==> config.mk <==
export PLATFORM = sky130hd
export DESIGN_NAME = rxafb_top
export DESIGN_NICKNAME = d
export VERILOG_FILES = /design/src/hdl/rxafb_pkg.sv /design/src/hdl/rxafb_cksum.sv /design/src/hdl/rxafb_top.sv
export SDC_FILE = /design/constraint.sdc
export NUM_CORES = 2
export LEC_CHECK = 0
export ABC_AREA = 1
export ABC_CLOCK_PERIOD_IN_PS = 11600
export BUFFER_PORTS_ARGS = -buffer_cell sky130_fd_sc_hd__buf_4
export CORE_AREA = 8 8 344 346
export DETAILED_ROUTE_END_ITERATION = 6
export DIE_AREA = 0 0 352 354
export GPL_TIMING_DRIVEN = 0
export SLEW_MARGIN = 20
export SYNTH_ARGS = -nofsm -noshare
export SYNTH_HDL_FRONTEND = slang
export SYNTH_HIERARCHICAL = 1
export SYNTH_SLANG_ARGS = --single-unit
==> constraint.sdc <==
create_clock -name pclk -period 11.6 [get_ports pclk]
set_clock_uncertainty 0.15 [all_clocks]
set_input_delay 0.58 -clock pclk [delete_from_list [all_inputs] [get_ports pclk]]
set_output_delay 0.58 -clock pclk [all_outputs]
set_load 0.01 [all_outputs]
==> src/hdl/rxafb_pkg.sv <==
// constants and types of the receive frame builder
package rxafb_pkg;
    // ----------------------------------------
    // frame bytes
    // ----------------------------------------
    localparam logic [7:0] RXAFB_DELIM = 8'h7E;
    localparam logic [7:0] RXAFB_TYPE_PLAIN = 8'h90;
    localparam logic [7:0] RXAFB_TYPE_EXPL = 8'h91;
    localparam logic [7:0] RXAFB_TYPE_SAMPLE = 8'h92;
    localparam logic [7:0] RXAFB_RSV_BYTE = 8'h00;
    localparam logic [7:0] RXAFB_SMP_RSV_HI = 8'hFF;
    localparam logic [7:0] RXAFB_SMP_RSV_LO = 8'hFE;
    localparam logic [7:0] RXAFB_CKS_BASE = 8'hFF;
    // ----------------------------------------
    // frame offsets
    // ----------------------------------------
    localparam logic [7:0] RXAFB_OFS_LEN_HI = 8'h01;
    localparam logic [7:0] RXAFB_OFS_LEN_LO = 8'h02;
    localparam logic [7:0] RXAFB_OFS_TYPE = 8'h03;
    localparam logic [7:0] RXAFB_OFS_ADDR = 8'h04;
    localparam logic [7:0] RXAFB_OFS_ADDR_END = 8'h0B;
    localparam logic [7:0] RXAFB_OFS_SMP_RSV = 8'h0C;
    localparam logic [7:0] RXAFB_OFS_SMP_RSV2 = 8'h0D;
    localparam logic [7:0] RXAFB_OFS_SRC_EP = 8'h0E;
    localparam logic [7:0] RXAFB_OFS_DST_EP = 8'h0F;
    localparam logic [7:0] RXAFB_OFS_CLUSTER = 8'h10;
    localparam logic [7:0] RXAFB_OFS_PROFILE = 8'h12;
    localparam logic [7:0] RXAFB_OFS_PLAIN_DATA = 8'h0F;
    localparam logic [7:0] RXAFB_OFS_EXPL_DATA = 8'h15;
    localparam logic [7:0] RXAFB_OFS_RXOPT = 8'h0E;
    localparam logic [7:0] RXAFB_OFS_NSAMP = 8'h0F;
    localparam logic [7:0] RXAFB_OFS_DMASK = 8'h10;
    localparam logic [7:0] RXAFB_OFS_AMASK = 8'h12;
    localparam logic [7:0] RXAFB_OFS_DSAMP = 8'h13;
    localparam logic [7:0] RXAFB_HDR_TAIL = 8'h03;
    // length counts bytes from the type byte up to the data
    localparam logic [15:0] RXAFB_LEN_PLAIN = 16'h000C;
    localparam logic [15:0] RXAFB_LEN_EXPL = 16'h0012;
    localparam logic [15:0] RXAFB_LEN_SAMPLE = 16'h0010;
    // ----------------------------------------
    // payload store and sample fields
    // ----------------------------------------
    localparam int RXAFB_PAY_DEPTH = 64;
    localparam logic [6:0] RXAFB_PAY_FULL = 7'h40;
    localparam logic [15:0] RXAFB_DMASK_LINES = 16'h1FFF;
    localparam logic [7:0] RXAFB_AMASK_USED = 8'h8F;
    localparam logic [7:0] RXAFB_RXOPT_USED = 8'h03;
    localparam logic [7:0] RXAFB_NSAMP_RST = 8'h01;
    localparam int RXAFB_ANA_CH = 4;
    // ----------------------------------------
    // register map (byte addresses)
    // ----------------------------------------
    localparam int RXAFB_AW = 12;
    localparam logic [11:0] RXAFB_REG_CTRL = 12'h000;
    localparam logic [11:0] RXAFB_REG_SRC_LO = 12'h004;
    localparam logic [11:0] RXAFB_REG_SRC_HI = 12'h008;
    localparam logic [11:0] RXAFB_REG_EXPL = 12'h00C;
    localparam logic [11:0] RXAFB_REG_PROF = 12'h010;
    localparam logic [11:0] RXAFB_REG_SMP_HDR = 12'h014;
    localparam logic [11:0] RXAFB_REG_SMP_DAT = 12'h018;
    localparam logic [11:0] RXAFB_REG_ANA01 = 12'h01C;
    localparam logic [11:0] RXAFB_REG_ANA23 = 12'h020;
    localparam logic [11:0] RXAFB_REG_PAYLOAD = 12'h024;
    localparam logic [11:0] RXAFB_REG_CMD = 12'h028;
    localparam logic [11:0] RXAFB_REG_STATUS = 12'h02C;
    localparam int RXAFB_CTRL_API_BIT = 8;
    localparam int RXAFB_OPT_EXPL_BIT = 1;
    localparam int RXAFB_CMD_RF_BIT = 0;
    localparam int RXAFB_CMD_SMP_BIT = 1;
    localparam logic [7:0] RXAFB_OPT_RST = 8'h00;
    localparam logic RXAFB_API_RST = 1'b1;
    // ----------------------------------------
    // types
    // ----------------------------------------
    typedef enum logic [1:0] {
        RXAFB_K_PLAIN,
        RXAFB_K_EXPL,
        RXAFB_K_SAMPLE
    } rxafb_kind_t;
endpackage

==> src/hdl/rxafb_cksum.sv <==
// running checksum over the frame body
`timescale 1ns/1ps
module rxafb_cksum
    import rxafb_pkg::*;
(
    input wire logic pclk,
    input wire logic presetn,
    input wire logic clr,
    input wire logic add,
    input wire logic [7:0] din,
    output logic [7:0] cks
);
    logic [7:0] sum_q;
    logic [7:0] sum_now;

    // ----------------------------------------
    // accumulate
    // ----------------------------------------
    assign sum_now = add ? 8'(sum_q + din) : sum_q;
    assign cks = 8'(RXAFB_CKS_BASE - sum_now);

    always_ff @(posedge pclk or negedge presetn) begin
        if (!presetn) begin
            sum_q <= 8'h00;
        end else if (clr) begin
            sum_q <= 8'h00;
        end else begin
            sum_q <= sum_now;
        end
    end
endmodule

==> src/hdl/rxafb_top.sv <==
// receive frame builder: apb registers and framed byte stream
`timescale 1ns/1ps
module rxafb_top
    import rxafb_pkg::*;
(
    input wire logic pclk,
    input wire logic presetn,
    input wire logic psel,
    input wire logic penable,
    input wire logic pwrite,
    input wire logic [rxafb_pkg::RXAFB_AW-1:0] paddr,
    input wire logic [31:0] pwdata,
    output logic [31:0] prdata,
    output logic pready,
    output logic pslverr,
    output logic [7:0] tx_data,
    output logic tx_valid,
    input wire logic tx_ready
);
    import rxafb_pkg::*;

    typedef enum logic {RXAFB_S_IDLE, RXAFB_S_SEND} rxafb_state_t;

    // ----------------------------------------
    // sample tail: digital word then analog words
    // ----------------------------------------
    function automatic logic [83:0] tail_of(input logic [15:0] dm,
        input logic [15:0] ds, input logic [7:0] am,
        input logic [63:0] an);
        logic [79:0] t;
        logic [3:0] n;
        logic [15:0] dv;
        t = '0;
        n = 4'h0;
        dv = ds & dm & RXAFB_DMASK_LINES;
        if (dm != 16'h0000) begin
            t[7:0] = dv[15:8];
            t[15:8] = dv[7:0];
            n = 4'h2;
        end
        for (int c = 0; c < RXAFB_ANA_CH; c++) begin
            if (am[c]) begin
                t[8*n +: 8] = an[16*c+8 +: 8];
                t[8*n+8 +: 8] = an[16*c +: 8];
                n = 4'(n + 4'h2);
            end
        end
        return {n, t};
    endfunction

    rxafb_state_t state_q;
    rxafb_kind_t kind_q;
    logic [7:0] opt_q;
    logic api_q;
    logic [63:0] src_q;
    logic [7:0] sep_q;
    logic [7:0] dep_q;
    logic [15:0] clu_q;
    logic [15:0] prof_q;
    logic [7:0] rxopt_q;
    logic [7:0] nsamp_q;
    logic [15:0] dmask_q;
    logic [7:0] amask_q;
    logic [15:0] dsamp_q;
    logic [63:0] ana_q;
    logic [7:0] pay_mem [RXAFB_PAY_DEPTH];
    logic [6:0] pay_cnt_q;
    logic [79:0] tail_q;
    logic [15:0] len_q;
    logic [7:0] last_q;
    logic [7:0] cur_q;
    logic [7:0] tx_data_q;
    logic [7:0] frames_q;
    logic [7:0] drops_q;
    logic [31:0] prdata_q;
    logic [31:0] rd_val;
    logic mapped;
    logic wr;
    logic cfg_we;
    logic busy;
    logic hs;
    logic done;
    logic start_rf;
    logic start_smp;
    logic smp_ok;
    logic drop;
    logic start;
    logic [83:0] tail_new;
    logic [7:0] nxt;
    logic [7:0] nb;
    logic [7:0] ai;
    logic [7:0] pi;
    logic [7:0] ti;
    logic cks_add;
    logic [7:0] cks_val;

    // ----------------------------------------
    // apb slave
    // ----------------------------------------
    assign busy = (state_q == RXAFB_S_SEND);
    assign wr = psel && penable && pwrite;
    assign cfg_we = wr && !busy;
    assign pready = 1'b1;
    assign pslverr = psel && penable && !mapped;
    assign prdata = prdata_q;

    always_comb begin
        mapped = 1'b1;
        rd_val = 32'h0000_0000;
        unique case (paddr)
            RXAFB_REG_CTRL: rd_val = {23'h0, api_q, opt_q};
            RXAFB_REG_SRC_LO: rd_val = src_q[31:0];
            RXAFB_REG_SRC_HI: rd_val = src_q[63:32];
            RXAFB_REG_EXPL: rd_val = {clu_q, dep_q, sep_q};
            RXAFB_REG_PROF: rd_val = {16'h0, prof_q};
            RXAFB_REG_SMP_HDR: rd_val = {dmask_q, nsamp_q, rxopt_q};
            RXAFB_REG_SMP_DAT: rd_val = {dsamp_q, 8'h00, amask_q};
            RXAFB_REG_ANA01: rd_val = ana_q[31:0];
            RXAFB_REG_ANA23: rd_val = ana_q[63:32];
            RXAFB_REG_PAYLOAD: rd_val = {25'h0, pay_cnt_q};
            RXAFB_REG_CMD: rd_val = 32'h0000_0000;
            RXAFB_REG_STATUS: rd_val = {8'h00, drops_q, frames_q, 7'h00, busy};
            default: mapped = 1'b0;
        endcase
    end

    always_ff @(posedge pclk or negedge presetn) begin
        if (!presetn) begin
            prdata_q <= 32'h0000_0000;
        end else if (psel && !penable && !pwrite) begin
            prdata_q <= rd_val;
        end
    end

    // ----------------------------------------
    // configuration registers
    // ----------------------------------------
    always_ff @(posedge pclk or negedge presetn) begin
        if (!presetn) begin
            opt_q <= RXAFB_OPT_RST;
            api_q <= RXAFB_API_RST;
            src_q <= 64'h0;
            sep_q <= 8'h00;
            dep_q <= 8'h00;
            clu_q <= 16'h0000;
            prof_q <= 16'h0000;
            rxopt_q <= 8'h00;
            nsamp_q <= RXAFB_NSAMP_RST;
            dmask_q <= 16'h0000;
            amask_q <= 8'h00;
            dsamp_q <= 16'h0000;
            ana_q <= 64'h0;
        end else if (cfg_we) begin
            unique case (paddr)
                RXAFB_REG_CTRL: begin
                    opt_q <= pwdata[7:0];
                    api_q <= pwdata[RXAFB_CTRL_API_BIT];
                end
                RXAFB_REG_SRC_LO: src_q[31:0] <= pwdata;
                RXAFB_REG_SRC_HI: src_q[63:32] <= pwdata;
                RXAFB_REG_EXPL: begin
                    sep_q <= pwdata[7:0];
                    dep_q <= pwdata[15:8];
                    clu_q <= pwdata[31:16];
                end
                RXAFB_REG_PROF: prof_q <= pwdata[15:0];
                RXAFB_REG_SMP_HDR: begin
                    rxopt_q <= pwdata[7:0] & RXAFB_RXOPT_USED;
                    nsamp_q <= pwdata[15:8];
                    dmask_q <= pwdata[31:16] & RXAFB_DMASK_LINES;
                end
                RXAFB_REG_SMP_DAT: begin
                    amask_q <= pwdata[7:0] & RXAFB_AMASK_USED;
                    dsamp_q <= pwdata[31:16];
                end
                RXAFB_REG_ANA01: ana_q[31:0] <= pwdata;
                RXAFB_REG_ANA23: ana_q[63:32] <= pwdata;
                default: ;
            endcase
        end
    end

    // ----------------------------------------
    // payload store
    // ----------------------------------------
    always_ff @(posedge pclk) begin
        if (cfg_we && paddr == RXAFB_REG_PAYLOAD
            && pay_cnt_q != RXAFB_PAY_FULL) begin
            pay_mem[pay_cnt_q[5:0]] <= pwdata[7:0];
        end
    end

    always_ff @(posedge pclk or negedge presetn) begin
        if (!presetn) begin
            pay_cnt_q <= 7'h00;
        end else if (done && kind_q != RXAFB_K_SAMPLE) begin
            pay_cnt_q <= 7'h00;
        end else if (cfg_we && paddr == RXAFB_REG_PAYLOAD
            && pay_cnt_q != RXAFB_PAY_FULL) begin
            pay_cnt_q <= 7'(pay_cnt_q + 7'h01);
        end
    end

    // ----------------------------------------
    // frame start
    // ----------------------------------------
    assign start_rf = cfg_we && paddr == RXAFB_REG_CMD
        && pwdata[RXAFB_CMD_RF_BIT];
    assign start_smp = cfg_we && paddr == RXAFB_REG_CMD
        && pwdata[RXAFB_CMD_SMP_BIT] && !start_rf;
    assign smp_ok = (opt_q == 8'h00) && api_q;
    assign drop = start_smp && !smp_ok;
    assign start = start_rf || (start_smp && smp_ok);
    assign tail_new = tail_of(dmask_q, dsamp_q, amask_q, ana_q);

    always_ff @(posedge pclk or negedge presetn) begin
        if (!presetn) begin
            kind_q <= RXAFB_K_PLAIN;
            len_q <= 16'h0000;
            last_q <= 8'h00;
            tail_q <= 80'h0;
        end else if (start_rf && opt_q[RXAFB_OPT_EXPL_BIT]) begin
            kind_q <= RXAFB_K_EXPL;
            len_q <= RXAFB_LEN_EXPL + 16'(pay_cnt_q);
            last_q <= 8'(RXAFB_LEN_EXPL[7:0] + pay_cnt_q + RXAFB_HDR_TAIL);
        end else if (start_rf) begin
            kind_q <= RXAFB_K_PLAIN;
            len_q <= RXAFB_LEN_PLAIN + 16'(pay_cnt_q);
            last_q <= 8'(RXAFB_LEN_PLAIN[7:0] + pay_cnt_q + RXAFB_HDR_TAIL);
        end else if (start) begin
            kind_q <= RXAFB_K_SAMPLE;
            tail_q <= tail_new[79:0];
            len_q <= RXAFB_LEN_SAMPLE + 16'(tail_new[83:80]);
            last_q <= 8'(RXAFB_LEN_SAMPLE[7:0] + tail_new[83:80]
                + RXAFB_HDR_TAIL);
        end
    end

    // ----------------------------------------
    // byte sequencer
    // ----------------------------------------
    assign hs = busy && tx_ready;
    assign done = hs && (cur_q == last_q);
    assign tx_valid = busy;
    assign tx_data = tx_data_q;
    assign nxt = 8'(cur_q + 8'h01);
    assign cks_add = hs && cur_q >= RXAFB_OFS_TYPE;

    rxafb_cksum u_cksum (
        .pclk(pclk),
        .presetn(presetn),
        .clr(start),
        .add(cks_add),
        .din(tx_data_q),
        .cks(cks_val)
    );

    always_ff @(posedge pclk or negedge presetn) begin
        if (!presetn) begin
            state_q <= RXAFB_S_IDLE;
            cur_q <= 8'h00;
            tx_data_q <= 8'h00;
        end else if (start) begin
            state_q <= RXAFB_S_SEND;
            cur_q <= 8'h00;
            tx_data_q <= RXAFB_DELIM;
        end else if (done) begin
            state_q <= RXAFB_S_IDLE;
        end else if (hs) begin
            cur_q <= nxt;
            tx_data_q <= nb;
        end
    end

    // ----------------------------------------
    // byte at the next offset
    // ----------------------------------------
    assign ai = 8'(RXAFB_OFS_ADDR_END - nxt);
    assign pi = 8'(nxt - (kind_q == RXAFB_K_EXPL ? RXAFB_OFS_EXPL_DATA
        : RXAFB_OFS_PLAIN_DATA));
    assign ti = 8'(nxt - RXAFB_OFS_DSAMP);

    always_comb begin
        nb = RXAFB_RSV_BYTE;
        if (nxt == last_q) begin
            nb = cks_val;
        end else if (nxt == RXAFB_OFS_LEN_HI) begin
            nb = len_q[15:8];
        end else if (nxt == RXAFB_OFS_LEN_LO) begin
            nb = len_q[7:0];
        end else if (nxt == RXAFB_OFS_TYPE) begin
            unique case (kind_q)
                RXAFB_K_PLAIN: nb = RXAFB_TYPE_PLAIN;
                RXAFB_K_EXPL: nb = RXAFB_TYPE_EXPL;
                RXAFB_K_SAMPLE: nb = RXAFB_TYPE_SAMPLE;
                default: nb = RXAFB_RSV_BYTE;
            endcase
        end else if (nxt <= RXAFB_OFS_ADDR_END) begin
            nb = src_q[{ai[2:0], 3'b000} +: 8];
        end else begin
            unique case (kind_q)
                RXAFB_K_PLAIN: begin
                    if (nxt >= RXAFB_OFS_PLAIN_DATA) begin
                        nb = pay_mem[pi[5:0]];
                    end
                end
                RXAFB_K_EXPL: begin
                    if (nxt >= RXAFB_OFS_EXPL_DATA) begin
                        nb = pay_mem[pi[5:0]];
                    end else if (nxt == RXAFB_OFS_SRC_EP) begin
                        nb = sep_q;
                    end else if (nxt == RXAFB_OFS_DST_EP) begin
                        nb = dep_q;
                    end else if (nxt == RXAFB_OFS_CLUSTER) begin
                        nb = clu_q[15:8];
                    end else if (nxt == 8'(RXAFB_OFS_CLUSTER + 8'h01)) begin
                        nb = clu_q[7:0];
                    end else if (nxt == RXAFB_OFS_PROFILE) begin
                        nb = prof_q[15:8];
                    end else if (nxt == 8'(RXAFB_OFS_PROFILE + 8'h01)) begin
                        nb = prof_q[7:0];
                    end
                end
                RXAFB_K_SAMPLE: begin
                    if (nxt >= RXAFB_OFS_DSAMP) begin
                        nb = tail_q[{ti[3:0], 3'b000} +: 8];
                    end else if (nxt == RXAFB_OFS_SMP_RSV) begin
                        nb = RXAFB_SMP_RSV_HI;
                    end else if (nxt == RXAFB_OFS_SMP_RSV2) begin
                        nb = RXAFB_SMP_RSV_LO;
                    end else if (nxt == RXAFB_OFS_RXOPT) begin
                        nb = rxopt_q;
                    end else if (nxt == RXAFB_OFS_NSAMP) begin
                        nb = nsamp_q;
                    end else if (nxt == RXAFB_OFS_DMASK) begin
                        nb = dmask_q[15:8];
                    end else if (nxt == 8'(RXAFB_OFS_DMASK + 8'h01)) begin
                        nb = dmask_q[7:0];
                    end else if (nxt == RXAFB_OFS_AMASK) begin
                        nb = amask_q;
                    end
                end
                default: nb = RXAFB_RSV_BYTE;
            endcase
        end
    end

    // ----------------------------------------
    // statistics
    // ----------------------------------------
    always_ff @(posedge pclk or negedge presetn) begin
        if (!presetn) begin
            frames_q <= 8'h00;
            drops_q <= 8'h00;
        end else begin
            if (done) begin
                frames_q <= 8'(frames_q + 8'h01);
            end
            if (drop) begin
                drops_q <= 8'(drops_q + 8'h01);
            end
        end
    end

    // ----------------------------------------
    // checks
    // ----------------------------------------
    logic [7:0] h_sum_q;

    always_ff @(posedge pclk or negedge presetn) begin
        if (!presetn) begin
            h_sum_q <= 8'h00;
        end else if (start) begin
            h_sum_q <= 8'h00;
        end else if (hs && cur_q >= RXAFB_OFS_TYPE) begin
            h_sum_q <= 8'(h_sum_q + tx_data_q);
        end
    end

    property p_delim;
        @(posedge pclk) disable iff (!presetn)
        $rose(tx_valid) |-> tx_data == RXAFB_DELIM && cur_q == 8'h00;
    endproperty
    a_delim: assert property (p_delim) else $error("no start byte");

    property p_len;
        @(posedge pclk) disable iff (!presetn)
        tx_valid && cur_q == RXAFB_OFS_LEN_LO
            |-> tx_data == len_q[7:0] && last_q == 8'(len_q[7:0] + 8'h03);
    endproperty
    a_len: assert property (p_len) else $error("length mismatch");

    property p_cks;
        @(posedge pclk) disable iff (!presetn)
        tx_valid && cur_q == last_q |-> 8'(tx_data + h_sum_q) == 8'hFF;
    endproperty
    a_cks: assert property (p_cks) else $error("bad checksum");

    property p_plain;
        @(posedge pclk) disable iff (!presetn)
        start_rf && opt_q == 8'h00 |=> kind_q == RXAFB_K_PLAIN && tx_valid;
    endproperty
    a_plain: assert property (p_plain) else $error("plain type wrong");

    property p_expl;
        @(posedge pclk) disable iff (!presetn)
        start_rf && opt_q[RXAFB_OPT_EXPL_BIT]
            |=> kind_q == RXAFB_K_EXPL && tx_valid;
    endproperty
    a_expl: assert property (p_expl) else $error("explicit not chosen");

    property p_smp_drop;
        @(posedge pclk) disable iff (!presetn)
        drop && !busy |=> !tx_valid && drops_q == $past(drops_q) + 8'h01;
    endproperty
    a_smp_drop: assert property (p_smp_drop) else $error("sample not held");

    property p_addr;
        @(posedge pclk) disable iff (!presetn)
        tx_valid && cur_q == RXAFB_OFS_ADDR |-> tx_data == src_q[63:56];
    endproperty
    a_addr: assert property (p_addr) else $error("address byte wrong");

    property p_ep;
        @(posedge pclk) disable iff (!presetn)
        tx_valid && kind_q == RXAFB_K_EXPL && cur_q == RXAFB_OFS_SRC_EP
            |-> tx_data == sep_q;
    endproperty
    a_ep: assert property (p_ep) else $error("endpoint wrong");

    property p_dmask;
        @(posedge pclk) disable iff (!presetn)
        tx_valid && kind_q == RXAFB_K_SAMPLE && cur_q == RXAFB_OFS_DMASK
            |-> tx_data[7:5] == 3'b000;
    endproperty
    a_dmask: assert property (p_dmask) else $error("mask top bits set");
endmodule

==> qor.txt <==
Synth unique cells: 71
Nets: 5,215
Initial antenna violation count: 3
Crit path DAT: 8.19 ns
Ys async rst share: 44.3%
Maximum VDD drop: 0.140 mV
Final max-slew violation count: 0
CTS Buf Count: 103
Hold_sp: penable
Clk sink count: 919
Kind of end point of the critical path: flip-flop
Syn-to-layout area delta: 14.1%
Commonest non-fill, non-tap cell in the layout: nand2_1
Worst-path fanout max: 11
Number of synthesized flops with an enable pin: 512
Initial cell density of the core: 39.5%
TNS Setup: 0 ns
Reg2reg start: cur_q[0]
IO Pins: 93
Worst slack, placed: 4.12 ns
Final setup fails: 0
Final Core Density: 45.1%
Syn_nets: 5,013
FF-to-FF path depth: 25
Post-Route WL: 206 mm
Mapped cell area: 44,700 um2
Post-Synthesis Cells: 4,911
Final antenna-violating net count: 0
Vias per cell: 5.99
Maxcap violations: 0
Core Rows: 124
GRT overflow: 0
Max_slew headroom: 12.1%
Postcts setup bufs: 0
Worst slew pin tran: 1.32 ns
Reg2Reg Capture Point: tx_data[5]
Post-synthesis sequential area ratio: 57.2%
Die Wd: 352 um
Pleak: 20.2 nW
Hold WS: 0.151 ns
Worst-Skew Late Latency: 0.71 ns
Gr usage total: 31.8%
Routed len/inst: 30.7 um
Root Buffer: clkbuf_16
Setup crit start kind: flip-flop
Crit Path Class: flip-flop to flip-flop
H-Tree Level Count: 3
Period Utilization, post-route: 66.5%
RSZ-0062 raised after global routing: false
PwrDens: 142 nW/um2
Pin count of the biggest net entering global routing: 94
First drt pass iteration count: 7
End of the worst hold path: prdata[25]
Layout cells sized above 1: 8.08%
CTS tree: yes
Most frequent cells in the layout: nand2_1, o21ai_0, edfxtp_1
Clock transition at path regs: 0.06 ns
Initial DRC Count: 5,886
Mapped Avg Cell Area: 9.11 um2
Max Clk Rate: 0.130 GHz
Req. time, crit path: 12.07 ns
Worst Hold Path Cells: 3
Clk buf depth: 3
Die area: 125,000 um2
Chip height: 354 um
Reg2Reg Setup Slack: 3.88 ns
Fin crit period: 7.72 ns
Vias in the first global route: 38,502
FF+latch count, synth: 919
Input/output buffers: 91
Yosys synthesis warning count: 6
Dpl hpwl: 151 mm
Main synth FF type: edfxtp_1
Endpoints failing hold: 0
Status: finished clean
Drt drc: 0
Routability Congestion: 1.03
Core ar.: 113,000 um2
PnR worst setup slack: 3.88 ns
Global-route wire length before repair: 288 mm
Detailed-route via count: 40,238
Hold Path Class: input pin to flip-flop
[where the power goes]
group / internal (W) / switching (W)
Sequential: 0.00346 / 0.00000298
Clock: 0.00196 / 0.00145
Combinational: 0.0000809 / 0.000322
Total: 0.00550 / 0.00177
[sequential cells by signal, summed over array words and instances (netlist names), 16 cells and up]
signal and flops:
pay_mem 512, tail_q 80, ana_q 64, src_q 64
prdata 32, clu_q 16, dsamp_q 16, prof_q 16
[cells in the mapped netlist (14+ instances only)]
| cell | n | area, um2 |
|---|---|---|
| xor2_1 | 28 | 245 |
| o31ai_1 | 19 | 143 |
| dfrtp_1 | 405 | 10100 |
| o211ai_1 | 43 | 323 |
| nand3_1 | 304 | 1520 |
| o21ai_0 | 571 | 2860 |
| buf_1 | 20 | 75.1 |
| ha_1 | 50 | 626 |
| nand2_1 | 1104 | 4140 |
| nor4_1 | 20 | 125 |
| inv_2 | 14 | 52.6 |
| nor3_1 | 56 | 280 |
| clkbuf_1 | 158 | 593 |
| nand4_1 | 49 | 307 |
| inv_1 | 357 | 1340 |
| a31oi_1 | 26 | 163 |
| nor2_1 | 511 | 1920 |
| buf_2 | 61 | 305 |
| a21oi_1 | 199 | 996 |
| o22ai_1 | 142 | 888 |
| nand2_2 | 16 | 100 |
| edfxtp_1 | 512 | 15400 |
| a221oi_1 | 38 | 333 |
[through the flow]
stage	total power (W)	area [um2]	std cells
2_1_floorplan	0.00367	44700	4911
3_3_place_gp	0.00391	47300	6514
3_5_place_dp	0.00392	47500	6519
4_1_cts	0.00727	51000	6709
5_1_grt	0.00741	51000	6709
6_report	0.00727	51000	6714
[cell type report]
class / instances / area (um2)
Antenna cell: 5 / 12.5
Buffer: 256 / 1130
Clock buffer: 136 / 2890
Clock inverter: 53 / 616
Fill cell: 11153 / 62100
Inverter: 379 / 1430
Multi-Input combinational cell: 3357 / 16600
Sequential cell: 919 / 25600
Tap cell: 1512 / 1890
Timing Repair Buffer: 97 / 838
[metal layers]
layer  up-vias  wire [um]  part of all wire, %  GRT usage (%)
li1      17424          -                    -              -
met1     19757      79400                   38           40.7
met2      2456      91300                   44           49.1
met3       601      19300                  9.3           6.25
met4         0      16400                  7.9           21.1
met5         -          0                    0              0
[how the worst max path moves through the flow]
stage,from,end,slack (ns),cells past startpoint
2_1_floorplan,dmask_q[2],tail_q[18],6.88,23
3_3_place_gp,cur_q[0],tx_data[5],4.18,25
3_5_place_dp,cur_q[0],tx_data[5],4.12,25
4_1_cts,cur_q[0],tx_data[5],4.09,25
5_1_grt,cur_q[0],tx_data[2],3.81,25
6_report,cur_q[0],tx_data[5],3.88,25
[cell families after synthesis]
group / Yosys count / share of synthesized area (%)
mux: 17 / 0.394
flops: 919 / 57.2
compound gates: 1144 / 14.8
fa+ha+maj: 52 / 1.49
xor+xnor: 40 / 0.825
simple gates: 2103 / 19.7
other cells: 1 / 0.00838
buf+inv: 635 / 5.70
[critical path, cell delays in order (launching register included)]
cell      delay (ns)
dfrtp_1         0.49
buf_4           0.24
inv_1           0.07
buf_2           0.19
buf_2           0.47
clkbuf_1        0.73
clkbuf_1        0.63
ha_1            0.42
ha_1            0.35
buf_2           0.29
buf_1           0.76
buf_1           0.66
o22ai_1         0.21
nand2_1         0.09
nand3_1         0.13
nand3_1         0.24
nand3_1         0.31
nand3_1         0.26
nand2_1         0.15
a21oi_1         0.15
nand2_1         0.07
nand3_1         0.12
nand2_1         0.12
nand2_1         0.07
nand2_1         0.09
a21oi_1         0.14
[timing repair]
action / CTS / global route
hold buffers: 1 / 0
gates resized for setup: 0 / 0
hold endpoints to repair: 40 / 0
(Power assumes the default switching activity.)
